===== src/vtc_pkg.sv =====
// Purpose: Shared constants and types for vector stream termination control
// Assumes: Operation codes are eight bits wide
// Notes:   Stream index 0 is source A, 1 is source B, 2 is the result stream
package vtc_pkg;

    localparam int unsigned NUM_STREAMS = 3;
    localparam int unsigned STREAM_A    = 0;
    localparam int unsigned STREAM_B    = 1;
    localparam int unsigned STREAM_C    = 2;
    localparam int unsigned LEN_W_DFLT  = 16;

    // Two-source vector codes extended with machine zero
    localparam logic [7:0] OP_VZ_FIRST  = 8'h80;
    localparam logic [7:0] OP_VZ_LAST   = 8'h87;
    localparam logic [7:0] OP_VZ_X0     = 8'h94;
    localparam logic [7:0] OP_VZ_X1     = 8'h95;
    localparam logic [7:0] OP_VZ_X2     = 8'h9B;
    // Two-source vector codes extended with normalized one
    localparam logic [7:0] OP_VN_0      = 8'h88;
    localparam logic [7:0] OP_VN_1      = 8'h89;
    localparam logic [7:0] OP_VN_2      = 8'h8B;
    localparam logic [7:0] OP_VN_3      = 8'h8C;
    localparam logic [7:0] OP_VN_4      = 8'h8F;
    // Single-source vector codes
    localparam logic [7:0] OP_VS_FIRST  = 8'h90;
    localparam logic [7:0] OP_VS_MID    = 8'h93;
    localparam logic [7:0] OP_VS_SECOND = 8'h96;
    localparam logic [7:0] OP_VS_LAST   = 8'h9A;
    localparam logic [7:0] OP_VS_X0     = 8'h9C;
    // Sparse vector codes
    localparam logic [7:0] OP_SV_0      = 8'hA0;
    localparam logic [7:0] OP_SV_1      = 8'hA1;
    localparam logic [7:0] OP_SV_2      = 8'hA2;
    localparam logic [7:0] OP_SV_3      = 8'hA4;
    localparam logic [7:0] OP_SV_4      = 8'hA5;
    localparam logic [7:0] OP_SV_5      = 8'hA6;
    localparam logic [7:0] OP_SV_6      = 8'hA8;
    localparam logic [7:0] OP_SV_7      = 8'hA9;
    localparam logic [7:0] OP_SV_8      = 8'hAB;
    localparam logic [7:0] OP_SV_9      = 8'hAC;
    localparam logic [7:0] OP_SV_10     = 8'hAF;

    typedef enum logic [1:0] {
        EXT_MACHINE_ZERO,
        EXT_NORM_ONE,
        EXT_ZERO_BIT
    } ext_kind_t;

    typedef enum logic {
        ST_IDLE,
        ST_RUN
    } vtc_state_t;

endpackage


===== src/stream_len_counter.sv =====
// Purpose: Remaining-length counter for one operand stream
// Assumes: Decrement requests while empty are ignored
// Notes:   Empty flag is combinational from the count register
`timescale 1ns/1ps
`default_nettype none
module stream_len_counter #(
    parameter int unsigned LEN_W = 16
) (
    input  wire logic             sys_clk,
    input  wire logic             rst_n,
    input  wire logic             load,
    input  wire logic [LEN_W-1:0] load_len,
    input  wire logic             dec,
    output logic      [LEN_W-1:0] count_q,
    output logic                  empty
);

    logic [LEN_W-1:0] count_d;
    logic             last;

    assign empty   = (count_q == '0);
    assign last    = (count_q == LEN_W'(1));
    // Saturate at zero so an exhausted source keeps reporting empty
    assign count_d = load           ? load_len :
                     (dec & ~empty) ? count_q - LEN_W'(1) : count_q;

    always_ff @(posedge sys_clk or negedge rst_n) begin
        if (!rst_n) begin
            count_q <= '0;
        end else begin
            count_q <= count_d;
        end
    end

    logic unused_last;
    assign unused_last = last;

endmodule
`default_nettype wire


===== src/vector_termination_control.sv =====
// Purpose: Per-instruction stream end, extension and no-op decisions
// Assumes: Issue logic and streaming datapath share sys_clk and rst_n
// Notes:   One element per elem_step; datapath may stall by holding it low
//
// Overview of operation
// - Exhausted governing length before first fetch makes a no-op, no flags touched.
// - Sparse operations end when the result order vector is used up.
// - Zero result designator or zero result length makes a sparse no-op.
// - Short or empty sparse source order vectors are padded with zero bits.
// - Codes 80-87, 94, 95, 9B extend sources with machine zero.
// - Codes 88, 89, 8B, 8C, 8F extend sources with normalized one.
// - Single-source codes use stream A only, machine-zero extended.
// - Optional control vector gates result position writes for every code.
`timescale 1ns/1ps
`default_nettype none
module vector_termination_control #(
    parameter int unsigned LEN_W = vtc_pkg::LEN_W_DFLT
) (
    input  wire logic                sys_clk,
    input  wire logic                rst_n,
    // Issue side
    input  wire logic                start,
    input  wire logic [7:0]          opcode,
    input  wire logic [LEN_W-1:0]    len_a,
    input  wire logic [LEN_W-1:0]    len_b,
    input  wire logic [LEN_W-1:0]    len_c,
    input  wire logic                result_desig_zero,
    input  wire logic                ctl_vec_en,
    output logic                     start_ready,
    // Streaming datapath side
    input  wire logic                elem_step,
    input  wire logic                ctl_vec_bit,
    output logic                     busy,
    output logic                     fetch_a,
    output logic                     fetch_b,
    output logic                     extend_a,
    output logic                     extend_b,
    output logic                     result_write,
    output logic                     flags_enable,
    output vtc_pkg::ext_kind_t       ext_kind_q,
    output logic [LEN_W-1:0]         elem_pos_q,
    output logic                     done_q,
    output logic                     noop_q,
    output logic                     reject_q
);

    vtc_pkg::vtc_state_t state_q;
    vtc_pkg::vtc_state_t state_d;
    vtc_pkg::ext_kind_t  ext_kind_d;

    logic             op_vz;
    logic             op_vn;
    logic             op_vs;
    logic             op_sv;
    logic             op_known;
    logic             accept;
    logic             go_noop;
    logic             go_run;
    logic             step_run;
    logic             finish;
    logic             b_used_q;
    logic             b_used_d;
    logic             cv_en_q;
    logic             cv_en_d;
    logic             done_d;
    logic             noop_d;
    logic             reject_d;
    logic [LEN_W-1:0] elem_pos_d;
    logic             res_last;

    logic [LEN_W-1:0] load_len [vtc_pkg::NUM_STREAMS];
    logic [LEN_W-1:0] count_q  [vtc_pkg::NUM_STREAMS];
    logic             empty    [vtc_pkg::NUM_STREAMS];
    // Source streams only; the result stream is never extended
    logic             src_used   [vtc_pkg::STREAM_C];
    logic             src_fetch  [vtc_pkg::STREAM_C];
    logic             src_extend [vtc_pkg::STREAM_C];

    // Opcode class decode
    assign op_vz = ((opcode >= vtc_pkg::OP_VZ_FIRST) && (opcode <= vtc_pkg::OP_VZ_LAST))
                 || (opcode == vtc_pkg::OP_VZ_X0)
                 || (opcode == vtc_pkg::OP_VZ_X1)
                 || (opcode == vtc_pkg::OP_VZ_X2);
    assign op_vn = (opcode == vtc_pkg::OP_VN_0)
                 || (opcode == vtc_pkg::OP_VN_1)
                 || (opcode == vtc_pkg::OP_VN_2)
                 || (opcode == vtc_pkg::OP_VN_3)
                 || (opcode == vtc_pkg::OP_VN_4);
    assign op_vs = ((opcode >= vtc_pkg::OP_VS_FIRST) && (opcode <= vtc_pkg::OP_VS_MID))
                 || ((opcode >= vtc_pkg::OP_VS_SECOND) && (opcode <= vtc_pkg::OP_VS_LAST))
                 || (opcode == vtc_pkg::OP_VS_X0);
    assign op_sv = (opcode == vtc_pkg::OP_SV_0)
                 || (opcode == vtc_pkg::OP_SV_1)
                 || (opcode == vtc_pkg::OP_SV_2)
                 || (opcode == vtc_pkg::OP_SV_3)
                 || (opcode == vtc_pkg::OP_SV_4)
                 || (opcode == vtc_pkg::OP_SV_5)
                 || (opcode == vtc_pkg::OP_SV_6)
                 || (opcode == vtc_pkg::OP_SV_7)
                 || (opcode == vtc_pkg::OP_SV_8)
                 || (opcode == vtc_pkg::OP_SV_9)
                 || (opcode == vtc_pkg::OP_SV_10);
    assign op_known = op_vz | op_vn | op_vs | op_sv;

    // Start handling
    assign start_ready = (state_q == vtc_pkg::ST_IDLE);
    assign accept      = start & start_ready & op_known;
    // Result designator is only meaningful for sparse codes; there a zero designator
    // makes a no-op whatever the length, and other codes ignore it
    assign go_noop     = accept & ((len_c == '0)
                                   | (op_sv & result_desig_zero));
    assign go_run      = accept & ~go_noop;

    // Streams and their counters
    assign load_len[vtc_pkg::STREAM_A] = len_a;
    assign load_len[vtc_pkg::STREAM_B] = op_vs ? '0 : len_b;
    assign load_len[vtc_pkg::STREAM_C] = len_c;

    assign step_run = (state_q == vtc_pkg::ST_RUN) & elem_step;

    // Counters load only on a real run; a no-op start leaves them, and the
    // data flags, exactly as the previous instruction left them
    for (genvar s = 0; s < vtc_pkg::NUM_STREAMS; s++) begin : g_stream
        stream_len_counter #(
            .LEN_W    (LEN_W)
        ) u_cnt (
            .sys_clk  (sys_clk),
            .rst_n    (rst_n),
            .load     (go_run),
            .load_len (load_len[s]),
            .dec      (step_run),
            .count_q  (count_q[s]),
            .empty    (empty[s])
        );
    end

    // Result stream governs the end; source state is irrelevant to it
    assign res_last = (count_q[vtc_pkg::STREAM_C] == LEN_W'(1));
    assign finish   = step_run & res_last;

    // Per-element source handling: fetch while data remains, extend after.
    // An empty source is padded rather than ending the run, so a short
    // operand never cuts the result stream short.
    assign busy = (state_q == vtc_pkg::ST_RUN);
    assign src_used[vtc_pkg::STREAM_A] = 1'b1;
    assign src_used[vtc_pkg::STREAM_B] = b_used_q;
    for (genvar s = 0; s < vtc_pkg::STREAM_C; s++) begin : g_src
        assign src_fetch[s]  = busy & src_used[s] & ~empty[s];
        assign src_extend[s] = busy & src_used[s] & empty[s];
    end
    assign fetch_a  = src_fetch[vtc_pkg::STREAM_A];
    assign extend_a = src_extend[vtc_pkg::STREAM_A];
    assign fetch_b  = src_fetch[vtc_pkg::STREAM_B];
    assign extend_b = src_extend[vtc_pkg::STREAM_B];

    // Control vector bit comes with the element from the same clock domain
    assign result_write = busy & (~cv_en_q | ctl_vec_bit);
    // No-op paths never pass through RUN, so flags stay untouched
    assign flags_enable = busy;

    // Next-state selection
    // Start is only looked at in IDLE, so a start while running is ignored and raises no reject_q
    always_comb begin
        state_d = state_q;
        unique case (state_q)
            vtc_pkg::ST_IDLE: begin
                if (go_run) begin
                    state_d = vtc_pkg::ST_RUN;
                end
            end
            vtc_pkg::ST_RUN: begin
                if (finish) begin
                    state_d = vtc_pkg::ST_IDLE;
                end
            end
        endcase
    end
    assign ext_kind_d = ~go_run ? ext_kind_q :
                        op_sv   ? vtc_pkg::EXT_ZERO_BIT :
                        op_vn   ? vtc_pkg::EXT_NORM_ONE :
                                  vtc_pkg::EXT_MACHINE_ZERO;
    assign b_used_d   = go_run ? ~op_vs : b_used_q;
    assign cv_en_d    = go_run ? ctl_vec_en : cv_en_q;
    // Position restarts with each run so the datapath can index the result
    assign elem_pos_d = go_run   ? '0 :
                        step_run ? elem_pos_q + LEN_W'(1) : elem_pos_q;
    assign done_d     = finish;
    assign noop_d     = go_noop;
    // Unknown codes are refused so that other logic can handle them
    assign reject_d   = start & start_ready & ~op_known;

    always_ff @(posedge sys_clk or negedge rst_n) begin
        if (!rst_n) begin
            state_q    <= vtc_pkg::ST_IDLE;
            ext_kind_q <= vtc_pkg::EXT_MACHINE_ZERO;
            b_used_q   <= 1'b0;
            cv_en_q    <= 1'b0;
        end else begin
            state_q    <= state_d;
            ext_kind_q <= ext_kind_d;
            b_used_q   <= b_used_d;
            cv_en_q    <= cv_en_d;
        end
    end

    always_ff @(posedge sys_clk or negedge rst_n) begin
        if (!rst_n) begin
            elem_pos_q <= '0;
            done_q     <= 1'b0;
            noop_q     <= 1'b0;
            reject_q   <= 1'b0;
        end else begin
            elem_pos_q <= elem_pos_d;
            done_q     <= done_d;
            noop_q     <= noop_d;
            reject_q   <= reject_d;
        end
    end

endmodule
`default_nettype wire


===== config.mk =====
export PLATFORM = sky130hd
export DESIGN_NAME = vector_termination_control
export DESIGN_NICKNAME = d
export VERILOG_FILES = /design/src/vtc_pkg.sv /design/src/stream_len_counter.sv /design/src/vector_termination_control.sv
export SDC_FILE = /design/constraint.sdc
export NUM_CORES = 1
export LEC_CHECK = 0
export BUFFER_PORTS_ARGS = -buffer_cell sky130_fd_sc_hd__clkbuf_2
export CAP_MARGIN = 10
export CORE_ASPECT_RATIO = 0.7
export CORE_MARGIN = 5
export CORE_UTILIZATION = 40
export DETAILED_ROUTE_END_ITERATION = 6
export HOLD_SLACK_MARGIN = 0.08
export SETUP_SLACK_MARGIN = 0.4
export SLEW_MARGIN = 20
export SYNTH_ARGS = -nofsm -noshare
export SYNTH_HDL_FRONTEND = slang
export SYNTH_SLANG_ARGS = --single-unit
export TNS_END_PERCENT = 10

===== constraint.sdc =====
create_clock -name sys_clk -period 3 [get_ports sys_clk]
set_input_delay 0.6 -clock sys_clk [delete_from_list [all_inputs] [get_ports sys_clk]]
set_output_delay 0.6 -clock sys_clk [all_outputs]
set_load 0.01 [all_outputs]

==> impl_metrics.env, run 1 <==
export IMPL_grtUsageTotal_pct=17.9
export IMPL_pre_cts_ws_ns=0.261
export IMPL_power_frac_clock_pct=24.6
export IMPL_syn_inst=470
export IMPL_synthAdderAreaFrac_pct=1.52
export IMPL_crit_chain="inv_1, ha_1, or3b_1, or3_4, nor4_4, nor2b_2, clkbuf_2"
export IMPL_finalSetupViolCount=0
export IMPL_core_um2=10200
export IMPL_drv_slew=0
export IMPL_setup_ws_ns=0.190
export IMPL_synth_fp_nets=538
export IMPL_async_flop_share_pct=100
export IMPL_cts_setup_buffers=0
export IMPL_dp_hpwl_mm=7.89
export IMPL_hold_viol_final=0
export IMPL_ys_seq_area_share_pct=43.8
export IMPL_cp_num_buf_inv=2
export IMPL_synth_compound_area_share_pct=15.7
export IMPL_htreeDepth=3
export IMPL_num_nets_final=640
export IMPL_avgViaCountPerCell=5.43
export IMPL_final_cell_count_no_fill=707
export IMPL_min_period_over_period_pct=93.7
export IMPL_tns_ns=0
export IMPL_fp_dieArea_um2=12400
export IMPL_synth_area_um2=4120
export IMPL_tightest_slew_ns=0.924
export IMPL_period_needed_ns=2.81
export IMPL_synthToLayoutAreaGrowth_pct=24.1
export IMPL_placedCellCount=693
export IMPL_die_w_um=131
export IMPL_ys_ff_latch=72
export IMPL_cts_buffers=9
export IMPL_rsz0062_at_grt="true"
export IMPL_gr_total_overflow=0
export IMPL_drcViolationCount=0
export IMPL_combPwrFrac_pct=31.1
export IMPL_synth_most_common_cell="dfrtp_1"
export IMPL_startpoint_type="register"
export IMPL_required_ns=2.40
export IMPL_routed_wl_mm=11.0
export IMPL_status="finished clean"
export IMPL_yosys_area_top_type="dfrtp_1"
export IMPL_synth_xor_area_share_pct=7.02
export IMPL_p_int_w=0.00249
export IMPL_clock_sinks=72
export IMPL_die_h_um=94.9
export IMPL_n_antenna_cell=0
export IMPL_initial_core_util_pct=40.3
export IMPL_clock_skew_ns=0.00778
export IMPL_cts_tree="built"
export IMPL_worstSetupStartpoint="g_stream[1].u_cnt.count_q[0]$_DFFE_PN0P_"
export IMPL_vias=3840
export IMPL_critPathKind="register to primary output"
export IMPL_clock_path_buffers=2
export IMPL_crit_fanout=5
export IMPL_slowest_stage="or3_4"
export IMPL_synth_flop_cell="dfrtp_1"
export IMPL_io_buffers=91
export IMPL_muxShareOfSynthArea_pct=0.517
export IMPL_crit_arrival_ns=2.21
export IMPL_max_stage_delay_ns=0.39
export IMPL_synthTopCellsByCount="72 x dfrtp_1, 57 x nor2_1, 54 x nand2_1"
export IMPL_irDropWorstVdd_mv=0.399
export IMPL_wire_per_inst_um=15.5
export IMPL_synth_simple_area_share_pct=28.1
export IMPL_io_pins=92
export IMPL_synth_edff_count=0
export IMPL_p_sw_w=0.00147
export IMPL_grt_pass1_vias=3667
export IMPL_hold_path_class="primary input to asynchronous set/reset pin"
export IMPL_syn_area_per_cell_um2=8.76
export IMPL_pwr_share_seq_pct=44.4
export IMPL_grt_max_degree=73
export IMPL_place_gp_congestion=0.855
export IMPL_netlist_area_leader_share_pct=43.8
export IMPL_clkLatencyLatePin_ns=0.34
export IMPL_regToRegStartpoint="g_stream[1].u_cnt.count_q[0]$_DFFE_PN0P_"
export IMPL_cap_violations=0
export IMPL_grt_pass1_wl_mm=18.1
export IMPL_dr_pass1_iters=5
export IMPL_swShare_pct=37.0
export IMPL_yosysUniqueCellTypes=55
export IMPL_power_density_nw_per_um2=775
export IMPL_leakage_nw=2.23
export IMPL_synth_warnings=0
export IMPL_slew_headroom_pct=37.8
export IMPL_crit_family="simple AND/OR/NAND/NOR gates"
export IMPL_drive_gt1_share_pct=25.4
export IMPL_end_kind="primary output"
export IMPL_root_buffer="clkbuf_16"
export IMPL_drtAntennaViolNets=0
export IMPL_synth_area_leaders="dfrtp_1 44%, nor2_1 5.2%, nand2_1 4.9%"
export IMPL_drt_iter0_markers=260
export IMPL_clkTransAtPathRegs_ns=0.06
export IMPL_antenna_found_initial=0
export IMPL_synth_top_family_by_area="simple AND/OR/NAND/NOR gates"
export IMPL_rows=31
export IMPL_fmax_ghz=0.356
[power groups by stage]
stage | combinational [W] | sequential (W) | clock (W)
final | 0.00123 | 0.00176 | 0.000973
after global routing | 0.00140 | 0.00181 | 0.00103
after CTS | 0.00124 | 0.00174 | 0.000988
after detailed placement | 0.00123 | 0.00174 | 0
after global placement | 0.00119 | 0.00174 | 0
after floorplan | 0.000865 | 0.00167 | 0
[state kept, by name (all words and copies together) (netlist names)]
name	count
elem_pos_q	16
ext_kind_q	2
b_used_q	1
reject_q	1
cv_en_q	1
noop_q	1
done_q	1
busy	1
g_stream.u_cnt.count_q	48
[path summary, 6_finish.rpt]
path / endpoint / cells after the start / slack [ns]
min: g_stream[1].u_cnt.count_q[10]$_DFFE_PN0P_ / 2 / 0.29
min reg2reg: ext_kind_q[0]$_DFFE_PN0P_ / 2 / 0.48
max reg2reg: g_stream[1].u_cnt.count_q[14]$_DFFE_PN0P_ / 9 / 0.40
min in group sys_clk: cv_en_q$_DFFE_PN0P_ / 3 / 0.45
max in group asynchronous: g_stream[2].u_cnt.count_q[0]$_DFFE_PN0P_ / 2 / 2.38
max: extend_b / 7 / 0.19
[per-layer routing]
metal  GRT usage, %  wire (um)  share of wire (%)
met2           26.7       4790                 44
met5              0          0                  0
met3           5.43        606                5.5
met1           25.2       5450                 50
met4           4.67        129                1.2
[layout by cell type (no fill, tap or decap), drive strengths merged, types with 10 or more instances in the layout]
master / n
nand4: 10
xnor2: 18
buf: 22
nand3: 28
nor3: 17
dfrtp: 72
o21ai: 42
nand2: 54
nor4: 18
nor2: 57
clkbuf: 101
a21oi: 26
inv: 10
xor2: 15
[cell families after synthesis]
family / count (synthesis)
xor gates and xnor gates: 33
muxes: 2
AOI/OAI and AO/OA: 100
adders and majority gates: 5
and+or+nand+nor: 227
DFF: 72
buffers and inverters: 31
[cell type report]
| class | count | area, um^2 |
|---|---|---|
| clock buffers | 11 | 243 |
| fillers | 973 | 5090 |
| multi-input cells | 367 | 2200 |
| well taps | 132 | 165 |
| repair buffers | 112 | 638 |
| inverters | 10 | 37.5 |
| flip-flops and latches | 72 | 1800 |
| clock inverters | 3 | 20.0 |
[per-stage QoR]
stage          utilization (%)  hold WS (ns)  power, W  instance area, um^2
2_1_floorplan                -         0.304   0.00253                 4120
3_3_place_gp              47.3         0.464   0.00292                 4820
3_5_place_dp              47.3         0.468   0.00297                 4820
4_1_cts                   50.0         0.314   0.00396                 5100
5_1_grt                   50.1         0.320   0.00425                 5110
6_report                  50.1         0.287   0.00396                 5110
[what timing repair did]
item,4_1_cts,5_1_grt
hold buffers,0,0
endpoints found under the hold margin,0,0
gates resized for setup,2,2
endpoints found under the setup margin,2,18
Note: power is estimated with default switching activity, not from simulation.
==> inputs of run 2 (changes only) <==
BUFFER_PORTS_ARGS = -buffer_cell sky130_fd_sc_hd__buf_2   (was -buffer_cell sky130_fd_sc_hd__clkbuf_2)
==> run 2 against run 1 <==
  * Worst hold slack worse by 0.14 ns
  * Clock power rose by 19%
  * Critical path type unchanged
  * Count of clock-buffer cells in the layout decreased by 1
  * Sequential cell count is the same
  * Maximum frequency rose by 2.0%
  * Via count decreased by 1.0%
  * Largest cell class unchanged
  * Non-clock buffer count increased by 1
  * Sequential power about the same
  * Core utilization rose by 0.66 points
  * Routed wire length decreased by 1.0%
  * Die area unchanged
  * Design area rose by 1.3%
==> impl_metrics.env, run 2 (same netlist as run 1, synthesis figures left out) <==
export IMPL_root_buffer="clkbuf_16"
export IMPL_required_ns=2.40
export IMPL_slowest_stage="dfrtp_1"
export IMPL_tns_ns=0
export IMPL_avgViaCountPerCell=5.36
export IMPL_crit_arrival_ns=2.15
export IMPL_fin_hold_ws_ns=0.143
export IMPL_top_register="g_stream.u_cnt.count_q"
export IMPL_wire_per_inst_um=15.3
export IMPL_r2r_end="g_stream[1].u_cnt.count_q[14]$_DFFE_PN0P_"
export IMPL_hold_path_class="primary input to asynchronous set/reset pin"
export IMPL_rows=31
export IMPL_initial_core_util_pct=40.3
export IMPL_p_sw_w=0.00148
export IMPL_grt_max_degree=58
export IMPL_num_nets_final=641
export IMPL_max_stage_delay_ns=0.40
export IMPL_tightest_slew_ns=0.852
export IMPL_dr_pass1_iters=4
export IMPL_irDropWorstVdd_mv=0.309
export IMPL_r2r_setup_slack_ns=0.40
export IMPL_drive_gt1_share_pct=26.2
export IMPL_dp_hpwl_mm=8.00
export IMPL_hold_viol_final=0
export IMPL_drcViolationCount=0
export IMPL_largest_register_ffs=48
export IMPL_cap_violations=0
export IMPL_clock_sinks=72
export IMPL_rsz0062_at_grt="true"
export IMPL_swShare_pct=35.6
export IMPL_clock_skew_ns=0.00620
export IMPL_layout_commonest_cell="buf_2"
export IMPL_pwr_share_seq_pct=42.1
export IMPL_io_pins=92
export IMPL_p_int_w=0.00269
export IMPL_min_period_over_period_pct=91.8
export IMPL_met3_usage_pct=5.54
export IMPL_cts_tree="built"
export IMPL_seqCellArea_um2=1800
export IMPL_multiInputGateArea_um2=2200
export IMPL_critPathKind="register to primary output"
export IMPL_clkLatencyLatePin_ns=0.34
export IMPL_htreeDepth=3
export IMPL_finalSetupViolCount=0
export IMPL_crit_fanout=5
export IMPL_final_core_util_pct=50.7
export IMPL_io_buffers=91
export IMPL_power_frac_clock_pct=27.9
export IMPL_drtAntennaViolNets=0
export IMPL_startpoint_type="register"
export IMPL_final_cell_count_no_fill=709
export IMPL_cts_hold_buffers_added=0
export IMPL_placedCellCount=692
export IMPL_synthToLayoutAreaGrowth_pct=25.8
export IMPL_clock_path_buffers=2
export IMPL_grtUsageMet1_pct=25.4
export IMPL_fp_dieArea_um2=12400
export IMPL_status="finished clean"
export IMPL_die_w_um=131
export IMPL_place_gp_congestion=0.818
export IMPL_die_h_um=94.9
export IMPL_crit_chain="inv_1, ha_2, or3b_4, or3_4, nor4_4, nor2b_1, buf_2"
export IMPL_period_needed_ns=2.75
export IMPL_clkTransAtPathRegs_ns=0.06
export IMPL_grtUsageMet2_pct=26.7
export IMPL_routed_wl_mm=10.9
export IMPL_antenna_found_initial=0
export IMPL_grt_pass1_wl_mm=18.5
export IMPL_power_density_nw_per_um2=806
export IMPL_fillers=955
export IMPL_top_regs="g_stream.u_cnt.count_q: 48 flops, elem_pos_q: 16 flops, ext_kind_q: 2 flops"
export IMPL_n_antenna_cell=0
export IMPL_end_kind="primary output"
export IMPL_slew_headroom_pct=42.7
export IMPL_regToRegStartpoint="g_stream[1].u_cnt.count_q[1]$_DFFE_PN0P_"
export IMPL_leakage_nw=2.27
export IMPL_vias=3800
export IMPL_gr_total_overflow=0
export IMPL_final_cell_mix="91 x buf_2, 72 x dfrtp_1, 57 x nor2_1"
export IMPL_fmax_ghz=0.363
export IMPL_grtUsageTotal_pct=18.1
export IMPL_reg2reg_depth=9
export IMPL_finalPower_w=0.00417
export IMPL_busiest_layer="met2"
export IMPL_combPwrFrac_pct=30.0
export IMPL_core_um2=10200
export IMPL_grt_pass1_vias=3832
export IMPL_drt_iter0_markers=236
export IMPL_drv_slew=0
export IMPL_cts_buffers=9
## run 2: cell types whose count changed in the layout (fill, tap and decap cells not counted), sizes merged
cell and change:
clkinv +1, clkinvlp -1, bufinv +2, clkbuf -91, buf +91
## run 2: repair_timing
item                                    4_1_cts  5_1_grt
setup buffers                                 0        2
gates resized for setup                       2        4
endpoints found under the setup margin        3       25
cloned                                        0        0
## run 2: cell type report
| type | count | area share (%) |
|---|---|---|
| tap | 132 | 3.19 |
| clock inverter | 5 | 1.57 |
| clock buffer | 10 | 4.62 |
| timing repair buffer | 113 | 12.5 |
| sequential | 72 | 34.8 |
| inverter | 10 | 0.725 |
| multi-input combinational | 367 | 42.6 |
## run 2: power groups by stage
stage               registers [W]  logic (W)  clock network [W]
floorplan                 0.00167   0.000865                  0
global placement          0.00174    0.00119                  0
detailed placement        0.00175    0.00123                  0
CTS                       0.00174    0.00124            0.00119
global route              0.00182    0.00143            0.00123
finish                    0.00176    0.00125            0.00116
## run 2: metrics by stage
stage	cell area, um^2	setup WS, ns
3_5_place_dp	4810	0.245
4_1_cts	5150	0.202
5_1_grt	5170	0.114
2_1_floorplan	4120	0.530
3_3_place_gp	4810	0.367
6_report	5170	0.245
## run 2: critical path: cells and delay by family (launching register included)
kind	cells	cell delay, ns
and+or+nand+nor	4	1.07
DFF	1	0.40
buffers and inverters	2	0.19
adders and majority gates	1	0.16
## run 2: how the worst max path moves through the flow
stage,cells after the start,end,startpoint,slack (ns)
floorplan,9,g_stream[1].u_cnt.count_q[14]$_DFFE_PN0P_,g_stream[1].u_cnt.count_q[0]$_DFFE_PN0P_,0.53
global placement,8,g_stream[0].u_cnt.count_q[6]$_DFFE_PN0P_,opcode[4],0.37
detailed placement,8,g_stream[0].u_cnt.count_q[6]$_DFFE_PN0P_,opcode[2],0.25
CTS,7,extend_b,g_stream[1].u_cnt.count_q[0]$_DFFE_PN0P_,0.20
global route,7,extend_b,g_stream[1].u_cnt.count_q[1]$_DFFE_PN0P_,0.11
finish,7,extend_b,g_stream[1].u_cnt.count_q[1]$_DFFE_PN0P_,0.25
## run 2: per-layer routing
metal | wire length, um | vias to the layer above
met2 | 4760 | 106
li1 | - | 1900
met3 | 635 | 20
met4 | 205 | 0
met5 | 0 | -
met1 | 5270 | 1774
